===== config.mk =====
export PLATFORM = sky130hd
export DESIGN_NAME = memport_top
export DESIGN_NICKNAME = d
export VERILOG_FILES = /design/src/memport_pkg.sv /design/src/memport_top.sv /design/src/memport_arbiter.sv /design/src/memport_timer.sv
export SDC_FILE = /design/constraint.sdc
export NUM_CORES = 1
export LEC_CHECK = 0
export BUFFER_PORTS_ARGS = -buffer_cell sky130_fd_sc_hd__buf_2
export CORE_MARGIN = 2
export CORE_UTILIZATION = 48
export CTS_BUF_LIST = sky130_fd_sc_hd__clkbuf_16
export DETAILED_ROUTE_END_ITERATION = 8
export PLACE_DENSITY_LB_ADDON = 0.3
export SKIP_LAST_GASP = 1
export SLEW_MARGIN = 40
export SYNTH_ARGS = -nofsm -noshare
export SYNTH_HDL_FRONTEND = slang
export SYNTH_SLANG_ARGS = --single-unit

===== constraint.sdc =====
create_clock -name clk_sys -period 4.4 [get_ports clk_sys]
set_clock_uncertainty 0.15 [all_clocks]
set_input_delay 0.22 -clock clk_sys [delete_from_list [all_inputs] [get_ports clk_sys]]
set_output_delay 0.22 -clock clk_sys [all_outputs]
set_load 0.005 [all_outputs]

===== src/memport_pkg.sv =====
// constants, types and priority defaults for the external memory port
// assumes one system clock; configuration arrives as plain ports
//
// How it works
// - one internal request is served to completion before the next
// - simultaneous requests: the higher-priority source goes first
// - after each completion all pending requests are judged again
// - each source has a programmable priority; dma outranks core by default
// - port state advances on one enable tick per six system clocks
// - external address is word address plus two bank address lines
// - four chip-select regions of up to 32MB each
// - bidirectional data bus used at 8 or 16 bits wide
// - each region select is active low toward its device
// - read/write select high through reads, low through writes
// - output enable low only in the strobe phase of a read
// - write enable low only in the strobe phase of a write
// - with extended wait on, asserted wait holds the strobe phase
// - wait active level chosen by a polarity bit
// - setup, strobe, hold and turnaround lengths are programmable
// - lengths count port clock cycles; setup, strobe and hold separate for reads and writes, one shared turnaround
// - select-strobe mode: select only in strobe; normal: whole access
// - setup runs from address valid until the strobe goes active
package memport_pkg;
    localparam int REGIONS = 4;
    localparam int WORD_ADDR_W = 22;
    localparam int BANK_W = 2;
    // 32MB per region in bytes needs 25 address bits
    localparam int REGION_BYTE_W = 25;
    localparam int DATA_W = 16;
    localparam int SETUP_W = 4;
    localparam int STROBE_W = 6;
    localparam int HOLD_W = 3;
    localparam int TA_W = 2;
    localparam int CLK_DIV = 6;
    localparam logic [2:0] DIV_LAST = 3'h5;
    localparam logic [1:0] PRIO_DMA_RESET = 2'h0;
    localparam logic [1:0] PRIO_CORE_RESET = 2'h1;
    localparam logic [REGIONS-1:0] SEL_IDLE = 4'hF;

    typedef enum logic [2:0] {
        st_idle, st_setup, st_strobe, st_hold, st_turn
    } phase_type;
endpackage


===== src/memport_top.sv =====
// asynchronous external memory port: switch, phase sequencer, pins
// assumes config stable between accesses; wait_in is an async pin
`timescale 1ns/10ps
`default_nettype none
module memport_top
    import memport_pkg::*;
(
    input wire logic clk_sys,
    input wire logic rst,
    input wire logic ce,
    // ========== requesters
    input wire logic dma_req,
    input wire logic dma_write,
    input wire logic [31:0] dma_addr,
    input wire logic [DATA_W-1:0] dma_wdata,
    input wire logic core_req,
    input wire logic core_write,
    input wire logic [31:0] core_addr,
    input wire logic [DATA_W-1:0] core_wdata,
    output logic dma_done,
    output logic core_done,
    output logic [DATA_W-1:0] read_data,
    // ========== configuration and busy status
    input wire logic [1:0] dma_priority,
    input wire logic [1:0] core_priority,
    input wire logic [REGIONS-1:0] select_strobe_mode,
    input wire logic [REGIONS-1:0] extended_wait_enable,
    input wire logic [REGIONS-1:0] wide_bus,
    input wire logic wait_polarity,
    input wire logic [SETUP_W-1:0] read_setup,
    input wire logic [STROBE_W-1:0] read_strobe,
    input wire logic [HOLD_W-1:0] read_hold,
    input wire logic [SETUP_W-1:0] write_setup,
    input wire logic [STROBE_W-1:0] write_strobe,
    input wire logic [HOLD_W-1:0] write_hold,
    input wire logic [TA_W-1:0] turnaround,
    output logic busy,
    // ========== pins
    output logic [WORD_ADDR_W-1:0] word_address_out,
    output logic [BANK_W-1:0] bank_address_out,
    output logic [REGIONS-1:0] region_select_n,
    output logic read_write_select,
    output logic output_enable_n,
    output logic write_enable_n,
    input wire logic [DATA_W-1:0] ext_data_bus_in,
    output logic [DATA_W-1:0] ext_data_bus_out,
    output logic ext_data_bus_oe,
    input wire logic wait_in
);
    // ==========
    // port clock: enable tick every sixth system clock
    logic [2:0] div_reg;
    wire tick = ce && (div_reg == DIV_LAST);
    always_ff @(posedge clk_sys or posedge rst) begin
        if (rst) begin
            div_reg <= 3'h0;
        end else if (ce) begin
            div_reg <= (div_reg == DIV_LAST) ? 3'h0 : div_reg + 3'h1;
        end
    end

    // ==========
    // wait synchroniser; first stage feeds only the second
    logic wait_meta_reg;
    logic wait_sync_reg;
    always_ff @(posedge clk_sys or posedge rst) begin
        if (rst) begin
            wait_meta_reg <= 1'b0;
            wait_sync_reg <= 1'b0;
        end else if (ce) begin
            wait_meta_reg <= wait_in;
            wait_sync_reg <= wait_meta_reg;
        end
    end
    wire wait_active = (wait_sync_reg == wait_polarity);

    // ==========
    // request switch
    phase_type phase_reg;
    phase_type phase_next;
    logic grant_dma;
    logic grant_core;
    logic start_reg;
    // free only between grants so a grant never overlaps an access
    wire port_free = (phase_reg == st_idle) && !start_reg &&
        !grant_dma && !grant_core;

    memport_arbiter arb (
        .clk_sys(clk_sys),
        .rst(rst),
        .ce(ce),
        .port_free(port_free),
        .dma_req(dma_req && !dma_done),
        .core_req(core_req && !core_done),
        .dma_prio(dma_priority),
        .core_prio(core_priority),
        .grant_dma(grant_dma),
        .grant_core(grant_core)
    );

    // ==========
    // latched access
    logic owner_dma_reg;
    logic write_reg;
    logic [31:0] addr_reg;
    logic [DATA_W-1:0] wdata_reg;
    wire got = grant_dma || grant_core;
    wire [31:0] sel_addr = grant_dma ? dma_addr : core_addr;
    always_ff @(posedge clk_sys or posedge rst) begin
        if (rst) begin
            owner_dma_reg <= 1'b0;
            write_reg <= 1'b0;
            addr_reg <= 32'h0;
            wdata_reg <= '0;
            start_reg <= 1'b0;
        end else if (ce) begin
            if (got) begin
                owner_dma_reg <= grant_dma;
                write_reg <= grant_dma ? dma_write : core_write;
                addr_reg <= sel_addr;
                wdata_reg <= grant_dma ? dma_wdata : core_wdata;
            end
            start_reg <= got || (start_reg && !tick);
        end
    end

    // region from bits above the 32MB window
    wire [1:0] region = addr_reg[REGION_BYTE_W+1:REGION_BYTE_W];
    wire wide = wide_bus[region];
    wire ss_mode = select_strobe_mode[region];
    wire ew_on = extended_wait_enable[region];
    // word address in bits 2 up; bank lines give bits 1:0, or bits 1 and 24 when wide
    wire [WORD_ADDR_W-1:0] waddr = addr_reg[WORD_ADDR_W+1:2];
    wire [BANK_W-1:0] baddr = wide ? {addr_reg[1], addr_reg[24]} :
        addr_reg[1:0];

    // ==========
    // phase sequencer
    wire tmr_done;
    logic tmr_load;
    logic [STROBE_W-1:0] tmr_val;
    wire [STROBE_W-1:0] setup_len = STROBE_W'(write_reg ? write_setup :
        read_setup);
    wire [STROBE_W-1:0] strobe_len = write_reg ? write_strobe : read_strobe;
    wire [STROBE_W-1:0] hold_len = STROBE_W'(write_reg ? write_hold :
        read_hold);
    wire strobe_held = ew_on && wait_active;

    always_comb begin
        phase_next = phase_reg;
        tmr_load = 1'b0;
        tmr_val = '0;
        case (phase_reg)
            st_idle: begin
                if (start_reg && tick) begin
                    phase_next = st_setup;
                    tmr_load = 1'b1;
                    tmr_val = setup_len;
                end
            end
            st_setup: begin
                if (tick && tmr_done) begin
                    phase_next = st_strobe;
                    tmr_load = 1'b1;
                    tmr_val = strobe_len;
                end
            end
            st_strobe: begin
                if (tick && tmr_done && !strobe_held) begin
                    phase_next = st_hold;
                    tmr_load = 1'b1;
                    tmr_val = hold_len;
                end
            end
            st_hold: begin
                if (tick && tmr_done) begin
                    phase_next = st_turn;
                    tmr_load = 1'b1;
                    tmr_val = STROBE_W'(turnaround);
                end
            end
            st_turn: begin
                if (tick && tmr_done) begin
                    phase_next = st_idle;
                end
            end
            default: phase_next = st_idle;
        endcase
    end

    memport_timer tmr (
        .clk_sys(clk_sys),
        .rst(rst),
        .ce(ce),
        .tick(tick),
        .load(tmr_load),
        .load_val(tmr_val),
        .done(tmr_done)
    );

    wire in_access = (phase_reg == st_setup) || (phase_reg == st_strobe) ||
        (phase_reg == st_hold);
    wire in_strobe = (phase_reg == st_strobe);
    wire select_on = ss_mode ? in_strobe : in_access;
    wire finish = (phase_reg == st_hold) && (phase_next == st_turn);
    // sample at strobe end; the part releases the bus once oe_n rises
    wire strobe_end = in_strobe && (phase_next == st_hold);
    wire [REGIONS-1:0] sel_n_next = select_on ?
        ~(4'h1 << region) : SEL_IDLE;
    // byte lane picks the low lane in 8-bit mode
    wire [DATA_W-1:0] rd_word = wide ? ext_data_bus_in :
        {8'h00, ext_data_bus_in[7:0]};

    // ==========
    // pins, all registered
    always_ff @(posedge clk_sys or posedge rst) begin
        if (rst) begin
            phase_reg <= st_idle;
            region_select_n <= SEL_IDLE;
            output_enable_n <= 1'b1;
            write_enable_n <= 1'b1;
            read_write_select <= 1'b1;
            word_address_out <= '0;
            bank_address_out <= '0;
            ext_data_bus_out <= '0;
            ext_data_bus_oe <= 1'b0;
            read_data <= '0;
            dma_done <= 1'b0;
            core_done <= 1'b0;
            busy <= 1'b0;
        end else if (ce) begin
            phase_reg <= phase_next;
            region_select_n <= sel_n_next;
            output_enable_n <= !(in_strobe && !write_reg);
            write_enable_n <= !(in_strobe && write_reg);
            read_write_select <= in_access ? !write_reg : 1'b1;
            word_address_out <= waddr;
            bank_address_out <= baddr;
            ext_data_bus_out <= wdata_reg;
            ext_data_bus_oe <= in_access && write_reg;
            if (strobe_end && !write_reg) begin
                read_data <= rd_word;
            end
            dma_done <= finish && owner_dma_reg;
            core_done <= finish && !owner_dma_reg;
            busy <= phase_next != st_idle || start_reg || got;
        end
    end

    a_idle_inactive: assert property (@(posedge clk_sys) disable iff (rst)
        $past(phase_reg) == st_idle && $past(ce) |->
        region_select_n == SEL_IDLE && output_enable_n &&
        write_enable_n) else $error("strobe active while idle");
    a_oe_read_only: assert property (@(posedge clk_sys) disable iff (rst)
        !output_enable_n |-> read_write_select) else
        $error("output enable during write");
    a_we_write_only: assert property (@(posedge clk_sys) disable iff (rst)
        !write_enable_n |-> !read_write_select && output_enable_n) else
        $error("write enable during read");
    a_div_tick: assert property (@(posedge clk_sys) disable iff (rst)
        tick |=> !tick [*5]) else $error("tick spacing wrong");
    a_wait_holds: assert property (@(posedge clk_sys) disable iff (rst)
        ce && in_strobe && strobe_held |=> phase_reg == st_strobe) else
        $error("strobe left under wait");
    a_ss_select: assert property (@(posedge clk_sys) disable iff (rst)
        ce && ss_mode && phase_reg == st_setup |=>
        region_select_n == SEL_IDLE) else
        $error("select during setup in strobe mode");
    a_one_done: assert property (@(posedge clk_sys) disable iff (rst)
        !(dma_done && core_done)) else $error("two completions");
    a_setup_first: assert property (@(posedge clk_sys) disable iff (rst)
        ce && phase_reg == st_idle && phase_next == st_setup |=>
        output_enable_n && write_enable_n) else
        $error("strobe without setup");
endmodule
`default_nettype wire


===== src/memport_arbiter.sv =====
// two-source request switch with programmable priorities
// assumes requests stay raised until granted and port busy is same-clock
`timescale 1ns/10ps
`default_nettype none
module memport_arbiter
    import memport_pkg::*;
(
    input wire logic clk_sys,
    input wire logic rst,
    input wire logic ce,
    input wire logic port_free,
    input wire logic dma_req,
    input wire logic core_req,
    input wire logic [1:0] dma_prio,
    input wire logic [1:0] core_prio,
    output logic grant_dma,
    output logic grant_core
);
    // lower value ranks higher; tie goes to dma
    wire dma_wins = (dma_prio <= core_prio);
    wire pick_dma = dma_req && (dma_wins || !core_req);
    wire pick_core = core_req && !pick_dma;

    always_ff @(posedge clk_sys or posedge rst) begin
        if (rst) begin
            grant_dma <= 1'b0;
            grant_core <= 1'b0;
        end else if (ce) begin
            // fresh choice every time the port frees up
            grant_dma <= port_free && pick_dma;
            grant_core <= port_free && pick_core;
        end
    end

    a_single_grant: assert property (@(posedge clk_sys) disable iff (rst)
        !(grant_dma && grant_core)) else $error("two grants");
    a_prio_order: assert property (@(posedge clk_sys) disable iff (rst)
        ce && port_free && dma_req && core_req && dma_prio < core_prio
        |=> grant_dma) else $error("priority ignored");
endmodule
`default_nettype wire


===== src/memport_timer.sv =====
// phase length down counter, loaded per phase
// assumes load and tick come from the same clock
`timescale 1ns/10ps
`default_nettype none
module memport_timer
    import memport_pkg::*;
(
    input wire logic clk_sys,
    input wire logic rst,
    input wire logic ce,
    input wire logic tick,
    input wire logic load,
    input wire logic [STROBE_W-1:0] load_val,
    output logic done
);
    logic [STROBE_W-1:0] count_reg;
    wire [STROBE_W-1:0] count_next = load ? load_val :
        (count_reg != '0 ? count_reg - 1'b1 : count_reg);
    always_ff @(posedge clk_sys or posedge rst) begin
        if (rst) begin
            count_reg <= '0;
        end else if (ce && (tick || load)) begin
            count_reg <= count_next;
        end
    end
    assign done = (count_reg == '0);
endmodule
`default_nettype wire


* Word level (Yosys, flattened, before mapping)
Cells that the tools add are included.
** Storage, ports and cells
- Flip-flop bits (word level) :: 129
- Bits of input ports :: 165
- Output and inout bits :: 67
- Logic and storage cells :: 127
** Operators by class
- Add/subtract/negate cells :: 2
- Order comparisons :: 2
- Equal/unequal tests :: 8
- Shift operators :: 1
- Multiplexer cells :: 35
- Bitwise operators :: 1
- Reductions and logical operators :: 54
** Operator list (number)
- $mux 16 :: 2
- $mux 27 :: 1
- $logic_and 1x1->1 :: 24
- $mux 3 :: 8
- $mux 6 :: 4
- $pmux 6 s4 :: 1
- $pmux 3 s5 :: 1
- $logic_not 1->1 :: 13
- $mux 4 :: 3
- $mux 1 :: 10
- $eq 3x2->1 const B :: 3
- $eq 3x3->1 const B :: 3
- $logic_or 1x1->1 :: 8
- $bmux 1 s2 :: 3
- $logic_not 6->1 :: 1
- $reduce_and 2->1 :: 3
- $reduce_bool 6->1 :: 1
- $sub 6x1->6 const B :: 1
- $not 4->4 :: 1
- $shl 1x2->4 const A :: 1
- $add 3x1->3 const B :: 1
- $eq 3x1->1 const B :: 1
- $logic_not 3->1 :: 1
- $lt 2x3->1 const B :: 1
- other kinds (7) :: 7

* Logic depth before layout (Yosys ltp)
Gate-level depths: netlist of run 1.
- Depth in word-level cells :: 11
- Gate-level depth with buffers :: 8
- Gate-level depth less buffers :: 7

* Cells and area by module
From an unflattened synthesis of run 1, not the netlist that was laid out.
** Unflattened totals
- Cells, all modules :: 533
- Area total of the unflattened synthesis :: 6089.6 um^2
** By module, submodules not included
- memport_top :: instances 1, cells each 466, area each 5479.0 um^2, sequential area each 3036.7 um^2
- memport_timer :: instances 1, cells each 52, area each 456.7 um^2, sequential area each 150.1 um^2
- memport_arbiter :: instances 1, cells each 15, area each 153.9 um^2, sequential area each 50.0 um^2

* Worst setup path before layout of run 1
No wires, ideal clock.
- Path type :: register -> register
- Start point :: register addr_reg[25]
- End point :: register read_data[0]
- Library setup time :: 0.125 ns
- Arrival :: 1.976 ns
- Required time :: 4.125 ns
- Path slack :: 2.148 ns
- Stages on the path, launching flop included :: 6
- Path buffers :: 1
- Period minus slack after synthesis :: 2.252 ns
- Path through :: dfrtp_1 > mux4_2 > a2111oi_4 > o211ai_4 > buf_6 > mux2_4
** On the way
- Longest elaborated chain between the ends :: 11
** RTL lines
- from (decl) :: RTL line memport_top.sv:105 : logic [31:0] addr_reg;
- from (signal assigned) :: RTL line memport_top.sv:120 : addr_reg <= sel_addr;
- $bmux 1 s2 :: RTL line memport_top.sv:131 : wire ew_on = extended_wait_enable[region];
- $mux 1 (implied by the code) :: RTL line memport_top.sv:131
- $logic_and 1x1->1 :: RTL line memport_top.sv:147 : wire strobe_held = ew_on && wait_active;
- $logic_not 1->1 :: RTL line memport_top.sv:169 : if (tick && tmr_done && !strobe_held) begin
- $logic_and 1x1->1 :: RTL line memport_top.sv:169
- $mux 3 :: RTL line memport_top.sv:169
- $pmux 3 s5 :: RTL line memport_top.sv:153 : case (phase_reg)
- $eq 3x2->1 :: RTL line memport_top.sv:207 : wire strobe_end = in_strobe && (phase_next == st_hold);
- $logic_and 1x1->1 :: RTL line memport_top.sv:207
- $logic_and 1x1->1 :: RTL line memport_top.sv:241 : if (strobe_end && !write_reg) begin
- $reduce_and 2->1 (no source line)
- to (signal assigned) :: RTL line memport_top.sv:242 : read_data <= rd_word;
- to (decl) :: RTL line memport_top.sv:22 : output logic [DATA_W-1:0] read_data,
No other way between the ends. The select of a mux whose other input is x is not followed.
A chain may end at the register's enable or synchronous reset.

* Worst setup path in the final report of run 1
- Start point :: input ce
- End point :: register tmr.count_reg[0]
** On the way
- Longest elaborated chain between the ends :: 8
- Elaborated cells between the ends (all ways) :: 18
- Classes of those cells :: mux: 10; reduce/logical: 8
** RTL lines
- from (decl) :: RTL line memport_top.sv:10 : input wire logic ce,
- $logic_and 1x1->1 :: RTL line memport_top.sv:53 : wire tick = ce && (div_reg == DIV_LAST);
- $logic_and 1x1->1 :: RTL line memport_top.sv:162, memport_top.sv:169, memport_top.sv:176
- $logic_and 1x1->1 :: RTL line memport_top.sv:169
- $mux 1 :: RTL line memport_top.sv:169
- $pmux 1 s3 :: RTL line memport_top.sv:153
- $logic_or 1x1->1 :: RTL line memport_timer.sv:22 : end else if (ce && (tick || load)) begin
- $logic_and 1x1->1 :: RTL line memport_timer.sv:22
- $reduce_and 2->1 (no source line)
- to (signal assigned) :: RTL line memport_timer.sv:23 : count_reg <= count_next;
- to (decl) :: RTL line memport_timer.sv:16 : logic [STROBE_W-1:0] count_reg;
Several ways; a longest one is shown, not always the timed one.

==> results.ini, run 1 <==
[logic_synthesis]
yosys_warnings = 0
syn_area_um2 = 5970
synth_area_per_cell_um2 = 11.6
syn_nets = 684
yosysUniqueCellTypes = 57
ys_dominant_reg_cell = dfrtp_1
synth-seq-cells = 129
ys_seq_area_frac = 0.542
syn_inst = 515
synth_edf_count = 0
async_flop_share = 1.00

[pwr]
p_leak_uw = 0.00425
cellPowerDensity_nw_per_um2 = 514
irDropWorstVdd_mv = 0.278

[timing]
final.period_utilization = 0.585
whs_ns = 0.0113
slew_violations = 0
worst_pin_slew_ns = 0.801
tns_ns = 0
slew-limit-headroom = 0.466
fmax_mhz = 389
finalCriticalPeriod_ns = 2.57
setup_viol = 0
hold_viol = 0
grt_setup_unrepaired = no

[worst_setup_path]
cp_data_arrival_time_ns = 2.77
cp-start-kind = input pin
crit_start = ce
slowest_delay_ns = 0.63
cpLargestDelayFamily = simple AND/OR/NAND/NOR gates
cp.required_ns = 4.59
path_cells = buf_2 -> nand4b_1 -> nor3_1 -> nand3b_1 -> o221ai_1 -> o22a_1
timing.rr.start = phase_reg[2]
crit_fanout = 34
crit_buf_inv = 1
cp_slowest_cell = nor3_1
critical_path_class = input pin to flop
end_kind = flop

[worst_hold_path]
worstHoldPathType = input pin to flop
min_from = dma_addr[9]

[clocking]
worstSkewPairLatency_ns = 0.41
cts.sinks = 129
cts_buffers = 17
clk_pin_slew_ns = 0.05
cts-root-buf = clkbuf_16
cts_tree = done
h-tree-depth = 4
cts_buffer_depth = 2

[routing]
drt-wirelength-per-cell_um = 16.1
first_pass_iters = 4
initialDrtViolationCount = 284
ant_nets = 0
drc = 0
drt_wl_total_um = 16400
via_count = 5250
vias_per_cell = 5.16

[place]
portBuffers = 221
place.detailed.hpwl_um = 10100
gp_congestion = 0.869

[final_layout]
largest_reg_flops = 27
syn_to_final_growth_pct = 48.3
nNetsFinal = 1006
fill_cells = 796
drive_above_1_share = 0.376

[die]
coreArea_um2 = 12100
initial_core_util = 0.495
num_io_pins = 232
num_rows = 40
fp.dieH_um = 115
die_width_um = 115
dieArea_um2 = 13300

[global_route]
antenna_found_initial = 0
grt_pass1_vias = 5689
grt.total_usage = 0.255
grt_pass1_wl_um = 26300
grt_max_degree = 62
grt-ovfl-total = 0

[run_status]
outcome = finished clean

[job]
max-cap-violations = 0

area by class of cell:
class	instances	area, µm²	share of cell area
Tap cell	168	210	0.0238
Inverter	12	47.5	0.00537
Timing Repair Buffer	334	2220	0.251
Multi-Input combinational cell	343	2570	0.290
Clock inverter	13	130	0.0147
Clock buffer	17	425	0.0481
Antenna cell	1	2.50	0.000283
Sequential cell	129	3240	0.366
Yosys cell counts, types with 3 or more instances:
cell / instances / area share
nand2_1: 68 / 0.043
o22a_1: 4 / 0.0059
buf_1: 9 / 0.0057
o21ai_0: 60 / 0.050
mux2i_1: 59 / 0.099
mux2_4: 4 / 0.010
a21oi_1: 7 / 0.0059
nand3_1: 3 / 0.0025
dfrtp_1: 122 / 0.51
nor2_1: 16 / 0.010
a22o_1: 5 / 0.0073
nand2b_1: 4 / 0.0042
or4_1: 3 / 0.0038
dfstp_2: 7 / 0.031
a31oi_1: 4 / 0.0042
inv_1: 11 / 0.0069
clkbuf_1: 19 / 0.012
ha_1: 4 / 0.0084
o211ai_1: 3 / 0.0038
mux2_2: 49 / 0.092
nor2b_1: 5 / 0.0052
nor3_1: 4 / 0.0034
report_power, final:
| part | leakage, µW | switching (µW) | internal [µW] | total [µW] |
|---|---|---|---|---|
| Combinational | 0.00235 | 555 | 665 | 1220 |
| Clock | 0.000284 | 476 | 864 | 1340 |
| Sequential | 0.00162 | 318 | 1670 | 1980 |
worst register-to-register path, stage by stage (launching register included):
cell      delay (ns)
dfrtp_1         0.50
or4b_1          0.72
o21ai_2         0.19
nand3_1         0.23
and4b_1         0.26
a2111o_1        0.37
final timing paths:
kind                       slack [ns]               end  depth (start not counted)
setup / recovery                 1.83  tmr.count_reg[0]                          6
hold / removal                   0.01       addr_reg[9]                          3
setup reg to reg                 1.86  tmr.count_reg[2]                          5
hold reg to reg                  0.32     read_data[14]                          2
max in group asynchronous        2.79     arb.grant_dma                          4
min in group asynchronous        0.34     read_data[11]                          3
stage by stage:
stage / instance area [µm²] / setup WS, ns / total power [µW] / cells / util
6_report: 8850 / 1.83 / 4550 / 1017 / 0.734
3_3_place_gp: 7210 / 1.44 / 3050 / 878 / 0.598
3_5_place_dp: 7210 / 1.43 / 3120 / 878 / 0.598
5_1_grt: 8850 / 1.60 / 4840 / 1016 / 0.733
4_1_cts: 8830 / 1.85 / 4550 / 1014 / 0.732
2_1_floorplan: 5970 / 0.601 / 2620 / 515 / -
placed cells by master, fill, tap and decap left out, types with 3 or more instances in the layout:
master         count
buf_2            221
nor2_1            16
mux2_4             4
nand3_1            3
o22a_1             4
clkbuf_16         17
o21ai_0           60
nor2b_1            5
inv_1             13
bufinv_16          3
mux2_2            49
a31oi_1            4
ha_1               4
o211ai_1           3
a22o_1             5
dfrtp_1          121
a21oi_1            7
dlygate4sd3_1    108
nand2_1           68
clkinv_1           5
buf_4              5
nor3_1             4
mux2i_1           59
nand2b_1           4
or4_1              3
dfstp_2            7
per-layer routing:
metal | vias up | global-route usage | part of all wire
li1 | 2488 | - | -
met1 | 2517 | 0.280 | 0.38
met2 | 191 | 0.459 | 0.53
met3 | 54 | 0.0643 | 0.057
met4 | 0 | 0.124 | 0.035
met5 | - | 0 | 0
logic make-up (layout without fill, tap and decap cells):
kind of cell,after synthesis,count (layout),synth area share
adders and majority gates,4,4,0.00839
other,0,1,0
AOI/OAI and AO/OA,106,106,0.117
buffers and inverters,43,376,0.0287
muxes,114,114,0.210
xor gates and xnor gates,2,2,0.00294
DFF,129,129,0.542
and+or+nand+nor,117,117,0.0908
what timing repair did:
| item | CTS | global route |
|---|---|---|
| resized for setup | 0 | 0 |
| hold buffers | 106 | 2 |
| buffers inserted | 0 | 0 |
| endpoints found under the hold margin | 105 | 1 |
Power figures use the tool's default switching activity.
==> run 2: changes to the inputs <==
ABC_AREA = 1   (was unset)
clock period = 2.55 ns   (was 4.4 ns; I/O delays follow)
==> run 2 against run 1 <==
  * Sequential share of layout area decreased by 0.91 points
  * Worst setup slack worse by 1.6 ns
  * Combinational power increased by 120%
  * Clock power rose by 56%
  * Worst hold slack better by 0.013 ns
  * Final cell count increased by 26%
  * Sequential power is 64% higher
  * Critical path type is now flop to flop
==> results.ini, run 2 <==
[pwr]
clockPowerShare = 0.260
internal-power_uw = 5200
cellPowerDensity_nw_per_um2 = 884
switching_share = 0.352
power_switching_uw = 2820
combPwrFrac = 0.335
irDropWorstVdd_mv = 0.547
p_leak_uw = 0.00474
p_seq_frac = 0.404
power.total_uw = 8020

[clocking]
cts_buffer_depth = 2
cts_tree = done
cts_buffers = 17
cts-root-buf = clkbuf_16
postCtsSetupBuffers = 0
worstSkewPairLatency_ns = 0.41
clk_pin_slew_ns = 0.05
h-tree-depth = 4
cts.sinks = 129

[routing]
vias_per_cell = 5.13
ant_nets = 0
drt_wl_total_um = 19000
via_count = 6564
drc = 0
initialDrtViolationCount = 423
first_pass_iters = 5
drt-wirelength-per-cell_um = 14.9

[place]
gp_congestion = 0.864
place.detailed.hpwl_um = 10900
portBuffers = 221
postPlaceCellArea_um2 = 7390

[worst_setup_path]
cp-start-kind = flop
cp_data_arrival_time_ns = 2.54
end_kind = flop
crit_buf_inv = 2
slowest_delay_ns = 0.58
cp.required_ns = 2.75
path_cells = nor2_1 -> nor2_4 -> buf_4 -> nor2_1 -> a31oi_1 -> dlygate4sd3_1
path_common_cell = nor2_1
cpLargestDelayFamily = buffers and inverters
critical_path_class = flop to flop
crit_fanout = 37
cp_slowest_cell = dlygate4sd3_1

[job]
max-cap-violations = 0

[run_status]
outcome = finished clean

[final_layout]
final_common_cell = nand2_1
utilization = 0.722
finalInstanceArea_um2 = 9070
syn_to_final_growth_pct = 47.1
fill_cells = 901
largest_reg_flops = 27
drive_above_1_share = 0.266
antenna_cells = 0
layout_common_cells = nand2_1, buf_2, dfrtp_1
nNetsFinal = 1264

[timing]
hold_viol = 0
grt_setup_unrepaired = no
worst_pin_slew_ns = 0.704
final.period_utilization = 0.921
slew_violations = 0
slew-limit-headroom = 0.530
finalCriticalPeriod_ns = 2.35
fmax_mhz = 426
tns_ns = 0
setup_viol = 0

[global_route]
grt_pass1_wl_um = 31800
antenna_found_initial = 1
grt.total_usage = 0.285
grt_max_degree = 130
grt_pass1_vias = 6604
grt-ovfl-total = 0

[logic_synthesis]
ys_seq_area_frac = 0.525
yosys_warnings = 0
yosys-top-cells-count = nand2_1, dfrtp_1, nor2_1, a31oi_1, inv_1
syn_nets = 937
yosys.area.top_type_share = 0.495
synth-seq-cells = 129
syn_area_um2 = 6170
yosysUniqueCellTypes = 39
async_flop_share = 1.00
syn_inst = 768
ys_top_cells_by_area = dfrtp_1, nand2_1, a31oi_1, nor2_1, dfstp_2
yosysMostFrequentCell = nand2_1
synth_edf_count = 0
synth_area_per_cell_um2 = 8.04
yosysTopAreaCell = dfrtp_1
ys_dominant_reg_cell = dfrtp_1

[die]
num_io_pins = 232
num_rows = 41
initial_core_util = 0.491
dieArea_um2 = 13800
die_width_um = 117
coreArea_um2 = 12600
fp.dieH_um = 117

[worst_hold_path]
worstHoldPathType = input pin to flop

[run 2: cell types whose count changed after synthesis, moves of 41 or more]
| cell | before | now |
|---|---|---|
| nand2_1 | 68 | 331 |
| o21ai_0 | 60 | 13 |
| nor2_1 | 16 | 67 |
| mux2_2 | 49 | 0 |
| a31oi_1 | 4 | 45 |
| mux2i_1 | 59 | 1 |
[run 2: area by class of cell]
| class | instances | area, µm² | area share |
|---|---|---|---|
| Clock buffer | 17 | 425 | 0.0469 |
| Tap cell | 172 | 215 | 0.0237 |
| Inverter | 47 | 188 | 0.0207 |
| Sequential cell | 129 | 3240 | 0.357 |
| Timing Repair Buffer | 345 | 2340 | 0.258 |
| Clock inverter | 15 | 80.1 | 0.00882 |
| Multi-Input combinational cell | 555 | 2590 | 0.285 |
[run 2: final timing paths]
path                                   endpoint  depth (start not counted)  slack, ns                  from
max reg2reg                        wdata_reg[5]                          6       0.20         arb.grant_dma
min reg2reg                word_address_out[14]                          2       0.32  word_address_out[14]
min                            tmr.count_reg[3]                          7       0.02        write_setup[3]
max in group asynchronous      tmr.count_reg[3]                          4       1.42                   rst
max                                wdata_reg[5]                          6       0.20         arb.grant_dma
min in group asynchronous              dma_done                          4       0.28                   rst
[run 2: worst reg2reg max path, delay by kind of cell, from the launching register on]
kind                   cells  cell delay [ns]
AO/OA/AOI/OAI              1             0.22
buffers and inverters      2             0.93
flip-flops                 1             0.57
AND/OR/NAND/NOR            3             0.42
[run 2: timing repair]
item,CTS,global route
hold endpoints to repair,190,0
hold buffers,117,0
setup endpoints to repair,0,19
resized for setup,0,2
[run 2: power groups by stage]
stage               Clock [µW]  Sequential, µW  Combinational [µW]
detailed placement           0            3230                2240
floorplan                    0            3170                1500
finish                    2090            3240                2690
CTS                       2110            3210                2600
global placement             0            3220                2160
global route              2210            3330                3010
[run 2: per-stage QoR]
stage	setup WS [ns]	cells	hold WS, ns
6_report	0.202	1280	0.0243
5_1_grt	0.0444	1280	0.0366
4_1_cts	0.0566	1280	0.00631
3_5_place_dp	0.487	1131	0.202
3_3_place_gp	0.575	1131	0.187
2_1_floorplan	0.683	768	0.0985
[run 2: cell families after synthesis]
kind of cell,count (synthesis),synth area share
xor+xnor,5,0.00710
flops,129,0.525
compound gates,90,0.0862
fa+ha+maj,4,0.00811
mux,1,0.00162
simple gates,455,0.315
buf+inv,84,0.0572
[run 2: per-layer routing]
metal	track usage	part of all wire	vias to the layer above
li1	-	-	3109
met1	0.348	0.40	3052
met2	0.472	0.48	336
met3	0.0817	0.082	65
met4	0.127	0.034	2
met5	0	0.00079	-
==> run 3: changes to the inputs <==
clock period = 2.2 ns   (was 2.55 ns; I/O delays follow)
==> run 3 against run 2 <==
  * Sequential power is 15% higher
  * Final area increased by 1.4%
  * Maximum frequency up 13%
  * Clock power increased by 30%
  * First-iteration DRC count up 16%
  * Global-route usage is essentially flat
  * Worst hold slack better by 0.020 ns
  * Total power is 19% higher
  * Critical path type unchanged
==> results.ini, run 3 (same netlist as run 2, synthesis figures left out) <==
[global_route]
grt_use_met1 = 0.347
grt.total_usage = 0.286
grt_pass1_wl_um = 31700
grt_pass1_vias = 6679
grt_max_degree = 130
grt-ovfl-total = 0
grt.busiest_layer = met2
grtUsageMet2 = 0.476
use_met3 = 0.0759
antenna_found_initial = 2

[clocking]
cts.sinks = 129
worstSkewPairLatency_ns = 0.41
cts_buffer_depth = 2
clk_pin_slew_ns = 0.06
cts_tree = done
postCtsSetupBuffers = 0
cts-root-buf = clkbuf_16
h-tree-depth = 4
cts_buffers = 17

[timing]
fmax_mhz = 482
final.period_utilization = 0.944
tns_ns = 0
setup_viol = 0
hold_viol = 0
grt_setup_unrepaired = no
worst_pin_slew_ns = 0.707
slew-limit-headroom = 0.528
final.setup.worst_slack_ns = 0.124
slew_violations = 0
finalCriticalPeriod_ns = 2.08

[worst_setup_path]
crit_buf_inv = 4
cp-start-kind = flop
cp_data_arrival_time_ns = 2.22
critical_path_class = flop to flop
cp_slowest_cell = dlygate4sd3_1
worst-path-stages = 6
slowest_delay_ns = 0.58
end_kind = flop
cpLargestDelayFamily = buffers and inverters
cp.required_ns = 2.35
rr_worst_depth = 6
crit_fanout = 46
path_cells = buf_6 -> inv_2 -> buf_12 -> nand2_1 -> a31oi_1 -> dlygate4sd3_1

[place]
portBuffers = 221
gp_congestion = 0.912
dp_slack_ns = 0.236
place.detailed.hpwl_um = 10600

[routing]
ant_nets = 0
initialDrtViolationCount = 490
drt-wirelength-per-cell_um = 15.2
drc = 0
drt_wl_total_um = 19500
first_pass_iters = 5
via_count = 6573
vias_per_cell = 5.12

[pwr]
combPwrFrac = 0.325
cellPowerDensity_nw_per_um2 = 1040
irDropWorstVdd_mv = 0.581
power_switching_uw = 3300
p_seq_frac = 0.390
internal-power_uw = 6250
switching_share = 0.345
clockPowerShare = 0.285
p_leak_uw = 0.00477

[job]
max-cap-violations = 0

[final_layout]
largest_reg_flops = 27
syn_to_final_growth_pct = 49.2
final_common_cell = nand2_1
drive_above_1_share = 0.270
nNetsFinal = 1268
layout_common_cells = nand2_1, buf_2, dfrtp_1
utilization = 0.733

[run_status]
outcome = finished clean

[worst_hold_path]
worstHoldPathType = input pin to flop
whs_path_depth = 7

[die]
num_io_pins = 232
fp.dieH_um = 117
num_rows = 41
die_width_um = 117
coreArea_um2 = 12600
initial_core_util = 0.491
dieArea_um2 = 13800

run 3: cell count changes in the layout (fill, tap and decap cells not counted), sizes merged:
cell	delta
buf	+1
bufinv	+2
clkinv	-1
clkinvlp	+2
diode	+1
dlygate4sd3	+2
inv	-3
nor2	+1
run 3: routing by layer:
layer  part of all wire  wire length (µm)
met5            0.00067                13
met2               0.48              9460
met1               0.40              7710
met3              0.087              1690
met4              0.032               626
run 3: power by group through the flow:
stage	Sequential [µW]	Clock [µW]	Combinational, µW
floorplan	3680	0	1740
detailed placement	3720	0	2610
global placement	3700	0	2550
finish	3730	2720	3110
global route	3830	2870	3480
CTS	3700	2730	2980
run 3: stage by stage:
stage	cell area (µm²)	std cells	hold WS, ns	total power (µW)
2_1_floorplan	6170	768	0.0810	5410
3_3_place_gp	7430	1132	0.170	6260
3_5_place_dp	7430	1132	0.181	6330
4_1_cts	9190	1283	0.0175	9410
5_1_grt	9210	1285	0.0929	10200
6_report	9210	1285	0.0442	9550
run 3: final timing paths:
path	start	to	slack [ns]
worst min-delay path	write_hold[2]	tmr.count_reg[2]	0.04
min in group asynchronous	rst	arb.grant_dma	0.29
worst max-delay path	arb.grant_dma	wdata_reg[3]	0.12
max in group asynchronous	rst	tmr.count_reg[2]	1.05
worst min register to register	word_address_out[17]	word_address_out[17]	0.31
worst max register to register	arb.grant_dma	wdata_reg[3]	0.12
run 3: cell type report:
type | count | area (µm²)
diodes | 1 | 2.50
clock buffers | 17 | 425
clock inverters | 15 | 143
fillers | 878 | 3360
inverters | 47 | 185
multi-input cells | 556 | 2600
flip-flops and latches | 129 | 3240
well taps | 172 | 215
repair buffers | 348 | 2400
run 3: timing repair:
action	in CTS	in global routing
hold buffers	119	0
endpoints found under the hold margin	193	0
gates resized for setup	0	3
setup endpoints to repair	0	13
run 3: worst min-delay path, stage by stage:
cell      delay, ns
buf_2          0.08
nand2_1        0.05
nand2_1        0.07
nand3_1        0.07
nand3b_1       0.09
nand2_1        0.05
nand2_1        0.05
